### src/include/jtag_tap_pkg.sv
// Constants, instruction codes and state types of the test-access-port logic.
// Assumes one core clock domain that oversamples the test clock pin.
package jtag_tap_pkg;

  // Controller states.
  typedef enum logic [3:0] {
    TEST_LOGIC_RESET,
    RUN_TEST_IDLE,
    SELECT_DR_SCAN,
    CAPTURE_DR,
    SHIFT_DR,
    EXIT1_DR,
    PAUSE_DR,
    EXIT2_DR,
    UPDATE_DR,
    SELECT_IR_SCAN,
    CAPTURE_IR,
    SHIFT_IR,
    EXIT1_IR,
    PAUSE_IR,
    EXIT2_IR,
    UPDATE_IR
  } tap_state_e;

  // Data register chosen by the decoded instruction.
  typedef enum logic [1:0] {
    SEL_BYPASS,
    SEL_IDCODE,
    SEL_BOUNDARY,
    SEL_DEBUG_CTRL
  } dr_select_e;

  localparam int IR_WIDTH        = 4;
  localparam int LOW_IR_WIDTH    = 3;
  localparam int INSTR_WIDTH     = 7;
  localparam int IDCODE_WIDTH    = 32;
  localparam int DEBUG_CTRL_W    = 8;
  localparam int PROGRAM_BIT_POS = 0;
  localparam int SYNC_WIDTH      = 8;

  // Combined instruction codes: upper nibble local, low three bits chained.
  localparam logic [6:0] INSTR_EXTEST     = 7'h78;
  localparam logic [6:0] INSTR_RESERVED   = 7'h79;
  localparam logic [6:0] INSTR_SAMPLE     = 7'h7A;
  localparam logic [6:0] INSTR_IDCODE     = 7'h7B;
  localparam logic [6:0] INSTR_HIGHZ      = 7'h7D;
  localparam logic [6:0] INSTR_CLAMP      = 7'h7E;
  localparam logic [6:0] INSTR_BYPASS     = 7'h7F;
  localparam logic [6:0] INSTR_DEBUG_CTRL = 7'h2C;
  localparam logic [2:0] PRIVATE_LOW      = 3'h4;

  // Upper nibbles of the private debug codes.
  localparam logic [31:0] PRIVATE_NIBBLES = 32'h579ABCDE;

  localparam logic [3:0] IR_RESET         = 4'hF;
  localparam logic [3:0] IR_CAPTURE       = 4'h1;
  localparam logic [7:0] DEBUG_CTRL_RESET = 8'h00;
  // Identification value is arbitrary; bit 0 must be one.
  localparam logic [31:0] IDCODE_DEFAULT  = 32'h00000001;

  // Synchroniser vector: tck, tms, tdi, trst_n, chain, low[2:0].
  // Reset values are the idle pin levels, so no false test-clock edge follows reset.
  localparam logic [7:0] SYNC_RESET       = 8'hE0;
  localparam int SYNC_TCK    = 7;
  localparam int SYNC_TMS    = 6;
  localparam int SYNC_TDI    = 5;
  localparam int SYNC_TRST_N = 4;
  localparam int SYNC_CHAIN  = 3;

  // Bench test clock period and core clock period in ns.
  localparam int TCK_PERIOD_NS = 160;
  localparam int CLK_PERIOD_NS = 10;

endpackage

### src/hdl/jtag_tap_controller.sv
// Test-access-port controller with instruction and data shift registers.
// Assumes the test clock is a slow pin sampled by ref_clk, at most half its rate.
`timescale 1ns/1ps

// How it works
// - Mode select is sampled at each test-clock rise to pick the next state.
// - Serial data in shifts into the selected register on test-clock rise.
// - Serial data out changes only on the test-clock fall.
// - A sixteen-state machine drives capture and shift of all registers, and update of the instruction and debug control registers.
// - One operation loads and unloads exactly one register.
// - The shifted register depends on controller state and current instruction.
// - Separate shift paths exist for the instruction and data registers.
// - The instruction register is four bits, serially loaded and unloaded.
// - Data registers capture stimuli serially and shift results out serially.
// - Upper four instruction bits are ours, lower three belong to the chained one.
// - Codes: external test 1111_000, sample 1111_010, identity 1111_011, 1111_001 reserved.
// - Codes: high impedance 1111_101, clamp 1111_110, bypass 1111_111.
// - Eight private debug codes end in 100 with the listed upper nibbles.
// - Test clock is asynchronous; both of its edges are synchronised and used.
// - An output enable marks when serial data out is valid.
// - A flag is raised while the external test instruction is current.
// - Three flags mirror the capture, shift and update data states.
// - An output mirrors the program bit of the debug control register.
// - The output enable drops whenever nothing is being shifted.
// - Update data copies the register to parallel outputs on the fall.
module jtag_tap_controller
  import jtag_tap_pkg::*;
#(
  parameter logic [31:0] IDCODE_VALUE = IDCODE_DEFAULT
) (
  // Core clock and reset.
  input  wire logic                    ref_clk,
  input  wire logic                    rst,
  // Test port pins.
  input  wire logic                    test_clock_in,
  input  wire logic                    test_mode_select_in,
  input  wire logic                    test_data_in,
  input  wire logic                    test_reset_n_in,
  input  wire logic                    chain_scan_in,
  // Current contents of the chained three-bit instruction register.
  input  wire logic [LOW_IR_WIDTH-1:0] chained_ir_low_in,
  // Serial output and its enable.
  output logic                         test_data_out,
  output logic                         test_data_out_enable,
  // Status outputs.
  output logic                         external_test_selected,
  output logic                         capture_data_state,
  output logic                         shift_data_state,
  output logic                         update_data_state,
  output logic                         debug_program_bit_out
);

  // Standard transition diagram of the controller.
  function automatic tap_state_e tap_next(input tap_state_e cur, input logic tms);
    tap_state_e nxt;
    nxt = TEST_LOGIC_RESET;
    case (cur)
      TEST_LOGIC_RESET: nxt = tms ? TEST_LOGIC_RESET : RUN_TEST_IDLE;
      RUN_TEST_IDLE:    nxt = tms ? SELECT_DR_SCAN : RUN_TEST_IDLE;
      SELECT_DR_SCAN:   nxt = tms ? SELECT_IR_SCAN : CAPTURE_DR;
      CAPTURE_DR:       nxt = tms ? EXIT1_DR : SHIFT_DR;
      SHIFT_DR:         nxt = tms ? EXIT1_DR : SHIFT_DR;
      EXIT1_DR:         nxt = tms ? UPDATE_DR : PAUSE_DR;
      PAUSE_DR:         nxt = tms ? EXIT2_DR : PAUSE_DR;
      EXIT2_DR:         nxt = tms ? UPDATE_DR : SHIFT_DR;
      UPDATE_DR:        nxt = tms ? SELECT_DR_SCAN : RUN_TEST_IDLE;
      SELECT_IR_SCAN:   nxt = tms ? TEST_LOGIC_RESET : CAPTURE_IR;
      CAPTURE_IR:       nxt = tms ? EXIT1_IR : SHIFT_IR;
      SHIFT_IR:         nxt = tms ? EXIT1_IR : SHIFT_IR;
      EXIT1_IR:         nxt = tms ? UPDATE_IR : PAUSE_IR;
      PAUSE_IR:         nxt = tms ? EXIT2_IR : PAUSE_IR;
      EXIT2_IR:         nxt = tms ? UPDATE_IR : SHIFT_IR;
      UPDATE_IR:        nxt = tms ? SELECT_DR_SCAN : RUN_TEST_IDLE;
      default:          nxt = TEST_LOGIC_RESET;
    endcase
    return nxt;
  endfunction

  // True for one of the eight private debug codes.
  function automatic logic is_private(input logic [INSTR_WIDTH-1:0] code);
    logic hit;
    hit = 1'b0;
    for (int i = 0; i < 8; i++) begin
      if (code == {PRIVATE_NIBBLES[4*i +: 4], PRIVATE_LOW}) begin
        hit = 1'b1;
      end
    end
    return hit;
  endfunction

  // Maps the combined seven-bit instruction to a data register.
  function automatic dr_select_e decode(input logic [INSTR_WIDTH-1:0] code);
    dr_select_e sel;
    sel = SEL_BYPASS;
    case (code)
      INSTR_EXTEST:     sel = SEL_BOUNDARY;
      INSTR_SAMPLE:     sel = SEL_BOUNDARY;
      INSTR_IDCODE:     sel = SEL_IDCODE;
      INSTR_DEBUG_CTRL: sel = SEL_DEBUG_CTRL;
      INSTR_HIGHZ:      sel = SEL_BYPASS;
      INSTR_CLAMP:      sel = SEL_BYPASS;
      INSTR_BYPASS:     sel = SEL_BYPASS;
      INSTR_RESERVED:   sel = SEL_BYPASS;
      default:          sel = SEL_BYPASS;
    endcase
    return sel;
  endfunction

  logic [SYNC_WIDTH-1:0]   sync_meta;
  logic [SYNC_WIDTH-1:0]   sync_q;
  logic                    tck_prev;
  logic                    tck_rise;
  logic                    tck_fall;
  logic                    tms_s;
  logic                    tdi_s;
  logic                    trst_n_s;
  logic                    chain_s;
  logic [LOW_IR_WIDTH-1:0] low_ir_s;

  tap_state_e              state;
  tap_state_e              next_state;

  logic [IR_WIDTH-1:0]     ir_shift;
  logic [IR_WIDTH-1:0]     ir_current;
  logic [INSTR_WIDTH-1:0]  instr;
  dr_select_e              dr_sel;
  logic                    private_code;

  logic                    bypass_reg;
  logic [IDCODE_WIDTH-1:0] idcode_shift;
  logic [DEBUG_CTRL_W-1:0] debug_shift;
  logic [DEBUG_CTRL_W-1:0] test_debug_control_reg;
  logic                    boundary_bit;
  logic                    next_tdo;

  // Two flip-flops stand between every pin and the logic that reads it.
  always_ff @(posedge ref_clk or posedge rst) begin
    if (rst) begin
      sync_meta <= SYNC_RESET;
      sync_q    <= SYNC_RESET;
    end else begin
      sync_meta <= {test_clock_in, test_mode_select_in, test_data_in, test_reset_n_in,
                    chain_scan_in, chained_ir_low_in};
      sync_q    <= sync_meta;
    end
  end

  // Both test-clock edges are found here; the reset value is the idle pin level,
  // so leaving reset does not fake an edge.
  always_ff @(posedge ref_clk or posedge rst) begin
    if (rst) begin
      tck_prev <= SYNC_RESET[SYNC_TCK];
    end else begin
      tck_prev <= sync_q[SYNC_TCK];
    end
  end

  assign tck_rise = sync_q[SYNC_TCK] & ~tck_prev;
  assign tck_fall = ~sync_q[SYNC_TCK] & tck_prev;
  assign tms_s    = sync_q[SYNC_TMS];
  assign tdi_s    = sync_q[SYNC_TDI];
  assign trst_n_s = sync_q[SYNC_TRST_N];
  assign chain_s  = sync_q[SYNC_CHAIN];
  assign low_ir_s = sync_q[LOW_IR_WIDTH-1:0];

  // The upper nibble is ours, the low bits come from the chained register.
  assign instr        = {ir_current, low_ir_s};
  assign dr_sel       = decode(instr);
  assign private_code = is_private(instr);

  assign next_state = tap_next(state, tms_s);

  // Controller state moves on each test-clock rise; test reset wins.
  always_ff @(posedge ref_clk or posedge rst) begin
    if (rst) begin
      state <= TEST_LOGIC_RESET;
    end else if (!trst_n_s) begin
      state <= TEST_LOGIC_RESET;
    end else if (tck_rise) begin
      state <= next_state;
    end
  end

  // Indicators are registered from the next state so they change with the state.
  always_ff @(posedge ref_clk or posedge rst) begin
    if (rst) begin
      capture_data_state <= 1'b0;
      shift_data_state   <= 1'b0;
      update_data_state  <= 1'b0;
    end else if (!trst_n_s) begin
      capture_data_state <= 1'b0;
      shift_data_state   <= 1'b0;
      update_data_state  <= 1'b0;
    end else if (tck_rise) begin
      capture_data_state <= (next_state == CAPTURE_DR);
      shift_data_state   <= (next_state == SHIFT_DR);
      update_data_state  <= (next_state == UPDATE_DR);
    end
  end

  // Instruction shift path: capture, then one bit per test-clock rise.
  always_ff @(posedge ref_clk or posedge rst) begin
    if (rst) begin
      ir_shift <= IR_RESET;
    end else if (!trst_n_s || state == TEST_LOGIC_RESET) begin
      ir_shift <= IR_RESET;
    end else if (tck_rise && state == CAPTURE_IR) begin
      ir_shift <= IR_CAPTURE;
    end else if (tck_rise && state == SHIFT_IR) begin
      ir_shift <= {tdi_s, ir_shift[IR_WIDTH-1:1]};
    end
  end

  // The current instruction changes only on the fall in update-IR.
  always_ff @(posedge ref_clk or posedge rst) begin
    if (rst) begin
      ir_current <= IR_RESET;
    end else if (!trst_n_s || state == TEST_LOGIC_RESET) begin
      ir_current <= IR_RESET;
    end else if (tck_fall && state == UPDATE_IR) begin
      ir_current <= ir_shift;
    end
  end

  // Data shift paths; only the register that the instruction selects moves.
  // Bypass stage: captures zero, then passes one bit per shift.
  always_ff @(posedge ref_clk or posedge rst) begin
    if (rst) begin
      bypass_reg <= 1'b0;
    end else if (tck_rise && dr_sel == SEL_BYPASS) begin
      if (state == CAPTURE_DR) begin
        bypass_reg <= 1'b0;
      end else if (state == SHIFT_DR) begin
        bypass_reg <= tdi_s;
      end
    end
  end

  // Identity register: reloads its fixed value at capture, shifts toward bit 0.
  always_ff @(posedge ref_clk or posedge rst) begin
    if (rst) begin
      idcode_shift <= IDCODE_VALUE;
    end else if (tck_rise && dr_sel == SEL_IDCODE) begin
      if (state == CAPTURE_DR) begin
        idcode_shift <= IDCODE_VALUE;
      end else if (state == SHIFT_DR) begin
        idcode_shift <= {tdi_s, idcode_shift[IDCODE_WIDTH-1:1]};
      end
    end
  end

  // Debug control shift register: captures the current word for read-back.
  always_ff @(posedge ref_clk or posedge rst) begin
    if (rst) begin
      debug_shift <= DEBUG_CTRL_RESET;
    end else if (tck_rise && dr_sel == SEL_DEBUG_CTRL) begin
      if (state == CAPTURE_DR) begin
        debug_shift <= test_debug_control_reg;
      end else if (state == SHIFT_DR) begin
        debug_shift <= {tdi_s, debug_shift[DEBUG_CTRL_W-1:1]};
      end
    end
  end

  // Boundary stage: forwards the chain input, captured and shifted alike.
  always_ff @(posedge ref_clk or posedge rst) begin
    if (rst) begin
      boundary_bit <= 1'b0;
    end else if (tck_rise && dr_sel == SEL_BOUNDARY) begin
      if (state == CAPTURE_DR || state == SHIFT_DR) begin
        boundary_bit <= chain_s;
      end
    end
  end

  // Parallel debug control word, changed only by update-data.
  always_ff @(posedge ref_clk or posedge rst) begin
    if (rst) begin
      test_debug_control_reg <= DEBUG_CTRL_RESET;
    end else if (!trst_n_s) begin
      test_debug_control_reg <= DEBUG_CTRL_RESET;
    end else if (tck_fall && state == UPDATE_DR && dr_sel == SEL_DEBUG_CTRL && private_code) begin
      test_debug_control_reg <= debug_shift;
    end
  end

  // The program bit pin follows its register bit one clock later.
  always_ff @(posedge ref_clk or posedge rst) begin
    if (rst) begin
      debug_program_bit_out <= DEBUG_CTRL_RESET[PROGRAM_BIT_POS];
    end else if (!trst_n_s) begin
      debug_program_bit_out <= DEBUG_CTRL_RESET[PROGRAM_BIT_POS];
    end else begin
      debug_program_bit_out <= test_debug_control_reg[PROGRAM_BIT_POS];
    end
  end

  // Serial output source for the current shift state.
  always_comb begin
    next_tdo = 1'b0;
    case (state)
      SHIFT_IR: next_tdo = ir_shift[0];
      SHIFT_DR: begin
        case (dr_sel)
          SEL_BYPASS:     next_tdo = bypass_reg;
          SEL_IDCODE:     next_tdo = idcode_shift[0];
          SEL_DEBUG_CTRL: next_tdo = debug_shift[0];
          SEL_BOUNDARY:   next_tdo = boundary_bit;
          default:        next_tdo = bypass_reg;
        endcase
      end
      default: next_tdo = 1'b0;
    endcase
  end

  // Serial data out moves only on the falling edge of the test clock.
  always_ff @(posedge ref_clk or posedge rst) begin
    if (rst) begin
      test_data_out <= 1'b0;
    end else if (tck_fall) begin
      test_data_out <= next_tdo;
    end
  end

  // The enable drops at once on test reset and otherwise follows shifting.
  always_ff @(posedge ref_clk or posedge rst) begin
    if (rst) begin
      test_data_out_enable <= 1'b0;
    end else if (!trst_n_s) begin
      test_data_out_enable <= 1'b0;
    end else if (tck_fall) begin
      test_data_out_enable <= (state == SHIFT_IR) || (state == SHIFT_DR);
    end
  end

  // External test flag follows the decoded current instruction.
  always_ff @(posedge ref_clk or posedge rst) begin
    if (rst) begin
      external_test_selected <= 1'b0;
    end else begin
      external_test_selected <= trst_n_s && (instr == INSTR_EXTEST);
    end
  end

endmodule

### config.mk
export PLATFORM = sky130hd
export DESIGN_NAME = jtag_tap_controller
export DESIGN_NICKNAME = d
export VERILOG_FILES = /design/src/include/jtag_tap_pkg.sv /design/src/hdl/jtag_tap_controller.sv
export SDC_FILE = /design/constraint.sdc
export NUM_CORES = 1
export LEC_CHECK = 0
export ABC_AREA = 1
export BUFFER_PORTS_ARGS = -buffer_cell sky130_fd_sc_hd__buf_2
export CORE_MARGIN = 10
export CORE_UTILIZATION = 35
export DETAILED_ROUTE_END_ITERATION = 6
export PLACE_DENSITY = 0.54
export SETUP_SLACK_MARGIN = 0.05
export SKIP_CTS_REPAIR_TIMING = 1
export SLEW_MARGIN = 20
export SYNTH_ARGS = -nofsm -noshare
export SYNTH_HDL_FRONTEND = slang
export SYNTH_SLANG_ARGS = --single-unit
### constraint.sdc
create_clock -name ref_clk -period 6.42 [get_ports ref_clk]
set_input_delay 0.642 -clock ref_clk [delete_from_list [all_inputs] [get_ports ref_clk]]
set_output_delay 0.642 -clock ref_clk [all_outputs]
set_load 0.02 [all_outputs]
# --- After elaboration in Yosys (flattened, before gate mapping) ---
# Index checks and enable logic that the tools add are counted.
# W data, S select, Z words.
totals:
  elab_cells: 133
  register_bits: 86
classes:
  n_reduce_logical: 28
  mux: 48
  n_bitwise: 4
  n_eq_ne: 35
op_table:
  columns: ["op", "count"]
  rows:
  - ["$mux W32", 2]
  - ["$eq A7 B7 Y1 const B", 9]
  - ["$pmux W4 S12", 1]
  - ["$mux W4", 11]
  - ["$eq A4 B4 Y1 const B", 9]
  - ["$mux W8", 4]
  - ["$mux W1", 22]
  - ["$eq A4 B3 Y1 const B", 5]
  - ["$eq A7 B6 Y1 const B", 2]
  - ["$eq A4 B2 Y1 const B", 3]
  - ["$logic_and A1 B1 Y1", 11]
  - ["$reduce_and A2 Y1", 4]
  - ["$mux W2", 3]
  - ["$mux W3", 2]
  - ["$ne A2 B1 Y1 const B", 3]
  - ["$pmux W2 S3", 1]
  - ["$reduce_or A2 Y1", 3]
  - ["$eq A2 B2 Y1 const B", 2]
  - ["$eq A4 B1 Y1 const B", 1]
  - ["$logic_not A4 Y1", 1]
  - ["$pmux W1 S4", 1]
  - ["$reduce_bool A2 Y1", 2]
  - ["$logic_or A1 B1 Y1", 3]
  - ["$reduce_bool A3 Y1", 1]
  - ["7 further kinds", 9]

# --- Logic depth before layout (Yosys ltp) ---
depth:
  ltp_word: 12
  mapped_depth: 12
  mapped_depth_nobuf: 11

# --- Worst setup path after synthesis ---
# OpenSTA, ideal clock, no wires.
synth_path:
  path_type: "reg-to-reg"
  startpoint: "register state[3]"
  endpoint: "register idcode_shift[10]"
  arrival_ns: 1.461
  period_less_slack_ns: 1.579
  path_slack_ns: 4.841
  path_buffers: 1
  stages_incl_launch_ff: 10
  path_cell_list: "dfrtp_1 > inv_1 > nand2_1 > nor2_8 > nor2_4 > nor3_4 > inv_4 > buf_6 > nand2_1 > nand2_1"
synth_via:
  elab_chain_cells: 3
  elab_cells_between_ends: 5
synth_rtl:
  columns: ["item", "line", "source"]
  rows:
  - ["start: declaration", "jtag_tap_controller.sv:120", "tap_state_e state;"]
  - ["start signal: assignment", "jtag_tap_controller.sv:180", "state <= next_state;"]
  - ["$eq A4 B2 Y1 / $eq A4 B3 Y1 (equally long branches)", "jtag_tap_controller.sv:244, jtag_tap_controller.sv:246", null]
  - ["$reduce_bool A2 Y1 (no line)", null, null]
  - ["$reduce_and A2 Y1 (no line)", null, null]
  - ["end signal: assignment", "jtag_tap_controller.sv:247", "idcode_shift <= {tdi_s, idcode_shift[IDCODE_WIDTH-1:1]};"]
  - ["end: declaration", "jtag_tap_controller.sv:130", "logic [IDCODE_WIDTH-1:0] idcode_shift;"]
# Parallel ways exist; a longest one is shown, timed or not.
# A chain may end at the register's enable or synchronous reset.

# --- Worst setup path in the final report ---
layout_path:
  startpoint: "register state[2]"
  endpoint: "register debug_shift[7]"
layout_via:
  elab_chain_cells: 3
  elab_cells_between_ends: 5
layout_rtl:
  columns: ["item", "line", "source"]
  rows:
  - ["$eq A4 B2 Y1 / $eq A4 B3 Y1 (equally long branches)", "jtag_tap_controller.sv:257, jtag_tap_controller.sv:259", null]
  - ["$reduce_bool A2 Y1 (no line)", null, null]
  - ["$reduce_and A2 Y1 (no line)", null, null]
  - ["end signal: assignment", "jtag_tap_controller.sv:258", "debug_shift <= test_debug_control_reg;"]
  - ["end signal: assignment", "jtag_tap_controller.sv:260", "debug_shift <= {tdi_s, debug_shift[DEBUG_CTRL_W-1:1]};"]
  - ["end: declaration", "jtag_tap_controller.sv:131", "logic [DEBUG_CTRL_W-1:0] debug_shift;"]
# Parallel ways exist; a longest one is shown, timed or not.

==> flow_summary_export.csv <==
group,metric,value,unit
synth,synth_xor_area_share,0,%
min_path,worstHoldPathCells,0,
pwr,p_leak,0.002150,uW
pwr,pwr_density_cell,254.8,mW/mm^2
critical_path,start_kind,"flip-flop",
synth,syn_area_per_cell,8.850,um^2
final_layout,drive_above_1_share,13.51,%
routing,drt_iter0_drc,230,
clock_tree,root_buffer,"clkbuf_8",
final_layout,fill_cells,1038,
synth,synth_compound_area_share,7.236,%
final_layout,syn2layout_area_growth,11.39,%
critical_path,cp-end-kind,"flip-flop",
synth,synthAdderAreaFrac,0,%
final_layout,largest_reg_flops,32,
clock_tree,clock-sinks,86,
routing,avgRoutedWirePerCell,12.76,um
critical_path,crit_path_max_incr_delay,0.72,ns
final_layout,layout.nets,449,
clock_tree,path_clk_slew,0.09,ns
timing,clock_skew,0.01145,ns
timing,whs,0.3473,ns
routing,drc,0,
synth,synth_fp_nets,432,
min_path,hp-class,"flip-flop to flip-flop",
final_layout,final_common_cell,"nand2_1",
final_layout,final_cells,580,
synth,synthSimpleGateAreaFrac,26.60,%
final_layout,final_area,0.004160,mm^2
clock_tree,clk_latency,0.36,ns
pwr,ir_drop,0.0001408,V
floorplanning,fp-row-count,37,
run,maxCapViolations,0,
routing,dr_total_vias,2760,
synth,ys_seq_area_share,58.16,%
routing,first_pass_iters,4,
pwr,p_seq_share,52.6,%
clock_tree,cts_tree,"done",
critical_path,endpoint,"debug_shift[7]",
global_route,overflow,0,
floorplanning,die-area,0.01520,mm^2
clock_tree,clock_path_buffers,2,
timing,grt_setup_unrepaired,"false",
status,run_status,"finished clean",
timing,max_slew_margin,35.29,%
critical_path,cp_common_cell,"nand2_1",
pwr,p_comb_share,3.5,%
placed_design,port_buffers,16,
floorplanning,io_pins,17,
critical_path,reg2reg_from,"state[2]",
routing,routed_wl,7402,um
clock_tree,cts_inserted_buffers,9,
timing,finalCriticalPeriod,2.074,ns
critical_path,crit_start,"state[2]",
critical_path,slowest_stage,"inv_1",
synth,ys_ff_latch,86,
placed_design,dpl_cell_area,0.003911,mm^2
timing,hold_violations,0,
critical_path,worst-r2r-cell-count,8,
critical_path,worstPathRequired,6.71,ns
placed_design,place.gp.congestion,0.9575,
global_route,antenna_found_initial,0,
routing,vias_per_cell,4.759,
synth,synth_area,0.003735,mm^2
pwr,netSwitchingPower,236.6,uW
synth,ys_types,27,
timing,slew_violations,0,
timing,max_clock_freq,0.4821,GHz
critical_path,rrSetupSlack,4.35,ns
final_layout,layout_common_cells,"nand2_1 (134), dfrtp_1 (70), nand3_1 (48)",
global_route,first_global_vias,2618,
floorplanning,die_w,123.3,um
global_route,grt_pass1_wl,12790,um
critical_path,critPathKind,"flip-flop to flip-flop",
floorplanning,coreArea,0.01037,mm^2
timing,timing.final.crit_share,32.31,%
floorplanning,fp.dieH,123.3,um
pwr,p_int,823.3,uW
final_layout,regMostFlops,"idcode_shift",
routing,drtAntennaViolNets,0,
synth,yosysWarningCount,0,
floorplanning,initial_utilization,36.02,%
timing,setup_tns,0,ns
pwr,p_sw_share,22.32,%
critical_path,path_cells,"inv_1 > nand2_1 > nor2_8 > inv_1 > nand2_1 > nand2_1 > nor2_1 > a21oi_1",
critical_path,critPathMaxFanout,33,
timing,worstMarginPinSlew,0.9695,ns
synth,muxShareOfSynthArea,1.608,%
placed_design,place_hpwl,4829,um
global_route,grt_max_degree,87,
critical_path,arrival,2.37,ns
clock_tree,htreeDepth,3,
timing,finalSetupViolations,0,
placed_design,dp_cells,564,
critical_path,r2r_end,"debug_shift[7]",
pwr,p_clk_share,43.9,%
synth,syn_inst,422,
global_route,grt_usage,10.59,%
final_layout,antenna_cells,0,
synth,synth_top_family_by_area,"simple AND/OR/NAND/NOR gates",
==> power by group through the flow <==
stage,clock network (uW),logic (uW),registers [uW]
after floorplan,0,25.7,566
final,465,37.0,557
after global routing,504,43.4,559
after CTS,481,38.0,558
after detailed placement,0,37.7,568
after global placement,0,38.1,568
==> Yosys cell counts <==
master	instances	area share (%)
nand2_1	134	13
dfrtp_1	70	47
nand3_1	48	6.4
inv_1	36	3.6
nor2_1	33	3.3
o21ai_0	28	3.8
dfstp_2	16	11
a21oi_1	9	1.2
buf_6	6	1.8
mux2i_1	6	1.6
a31oi_1	5	0.84
nor3_1	5	0.67
clkbuf_1	4	0.40
o211ai_1	4	0.80
buf_2	3	0.40
nor2_2	2	0.33
nor2_4	2	0.60
o21ai_1	2	0.27
a22oi_1	1	0.20
inv_4	1	0.17
nand2_2	1	0.17
nand2_4	1	0.30
nand4_1	1	0.17
nor2_8	1	0.54
nor3_4	1	0.44
nor4_1	1	0.17
o22ai_1	1	0.17
==> per-layer routing <==
| layer | global-route usage, % | vias to the layer above | share of wire, % | wire length (um) |
|---|---|---|---|---|
| li1 | - | 1397 | - | - |
| met1 | 14.21 | 1287 | 49 | 3621 |
| met2 | 15.25 | 70 | 44 | 3274 |
| met3 | 4.057 | 6 | 5.8 | 427 |
| met4 | 3.712 | 0 | 1.1 | 78 |
| met5 | 0 | - | 0 | 0 |
==> critical path, delay by kind of cell (launching register included) <==
kind | cells | cell delay, ns
flops | 1 | 0.42
buf+inv | 2 | 0.80
compound gates | 1 | 0.11
simple gates | 5 | 0.67
==> metrics by stage <==
step | setup slack [ns] | utilization [%] | power, uW
3_5_place_dp | 4.350 | 37.72 | 605.6
6_report | 4.346 | 40.12 | 1060
2_1_floorplan | 3.583 | - | 592.0
3_3_place_gp | 4.414 | 37.72 | 605.7
5_1_grt | 4.109 | 40.12 | 1107
4_1_cts | 4.330 | 40.08 | 1076
==> how the worst min path moves through the flow <==
stage                             from  slack [ns]           end
after CTS                 test_data_in        0.34  sync_meta[5]
after floorplan           sync_meta[0]        0.33     sync_q[0]
after global placement    sync_meta[2]        0.33     sync_q[2]
final                     sync_meta[0]        0.35     sync_q[0]
after detailed placement  sync_meta[1]        0.33     sync_q[1]
after global routing      test_data_in        0.34  sync_meta[5]
==> kinds of logic (layout without fill, tap and decap cells) <==
kind of cell | count (synthesis) | in the layout
muxes | 6 | 6
and+or+nand+nor | 230 | 230
DFF | 86 | 86
AOI/OAI and AO/OA | 50 | 50
buffers and inverters | 50 | 72
==> cell type report <==
class                           count  area (um^2)  area share, %
Clock buffer                       10        127.6          3.068
Multi-Input combinational cell    286         1324          31.82
Clock inverter                      6        117.6          2.827
Timing Repair Buffer               19        106.4          2.556
Sequential cell                    86         2172          52.21
Tap cell                          136        170.2          4.090
Inverter                           37        142.6          3.429
No activity file was read; power rests on OpenSTA's default activity.
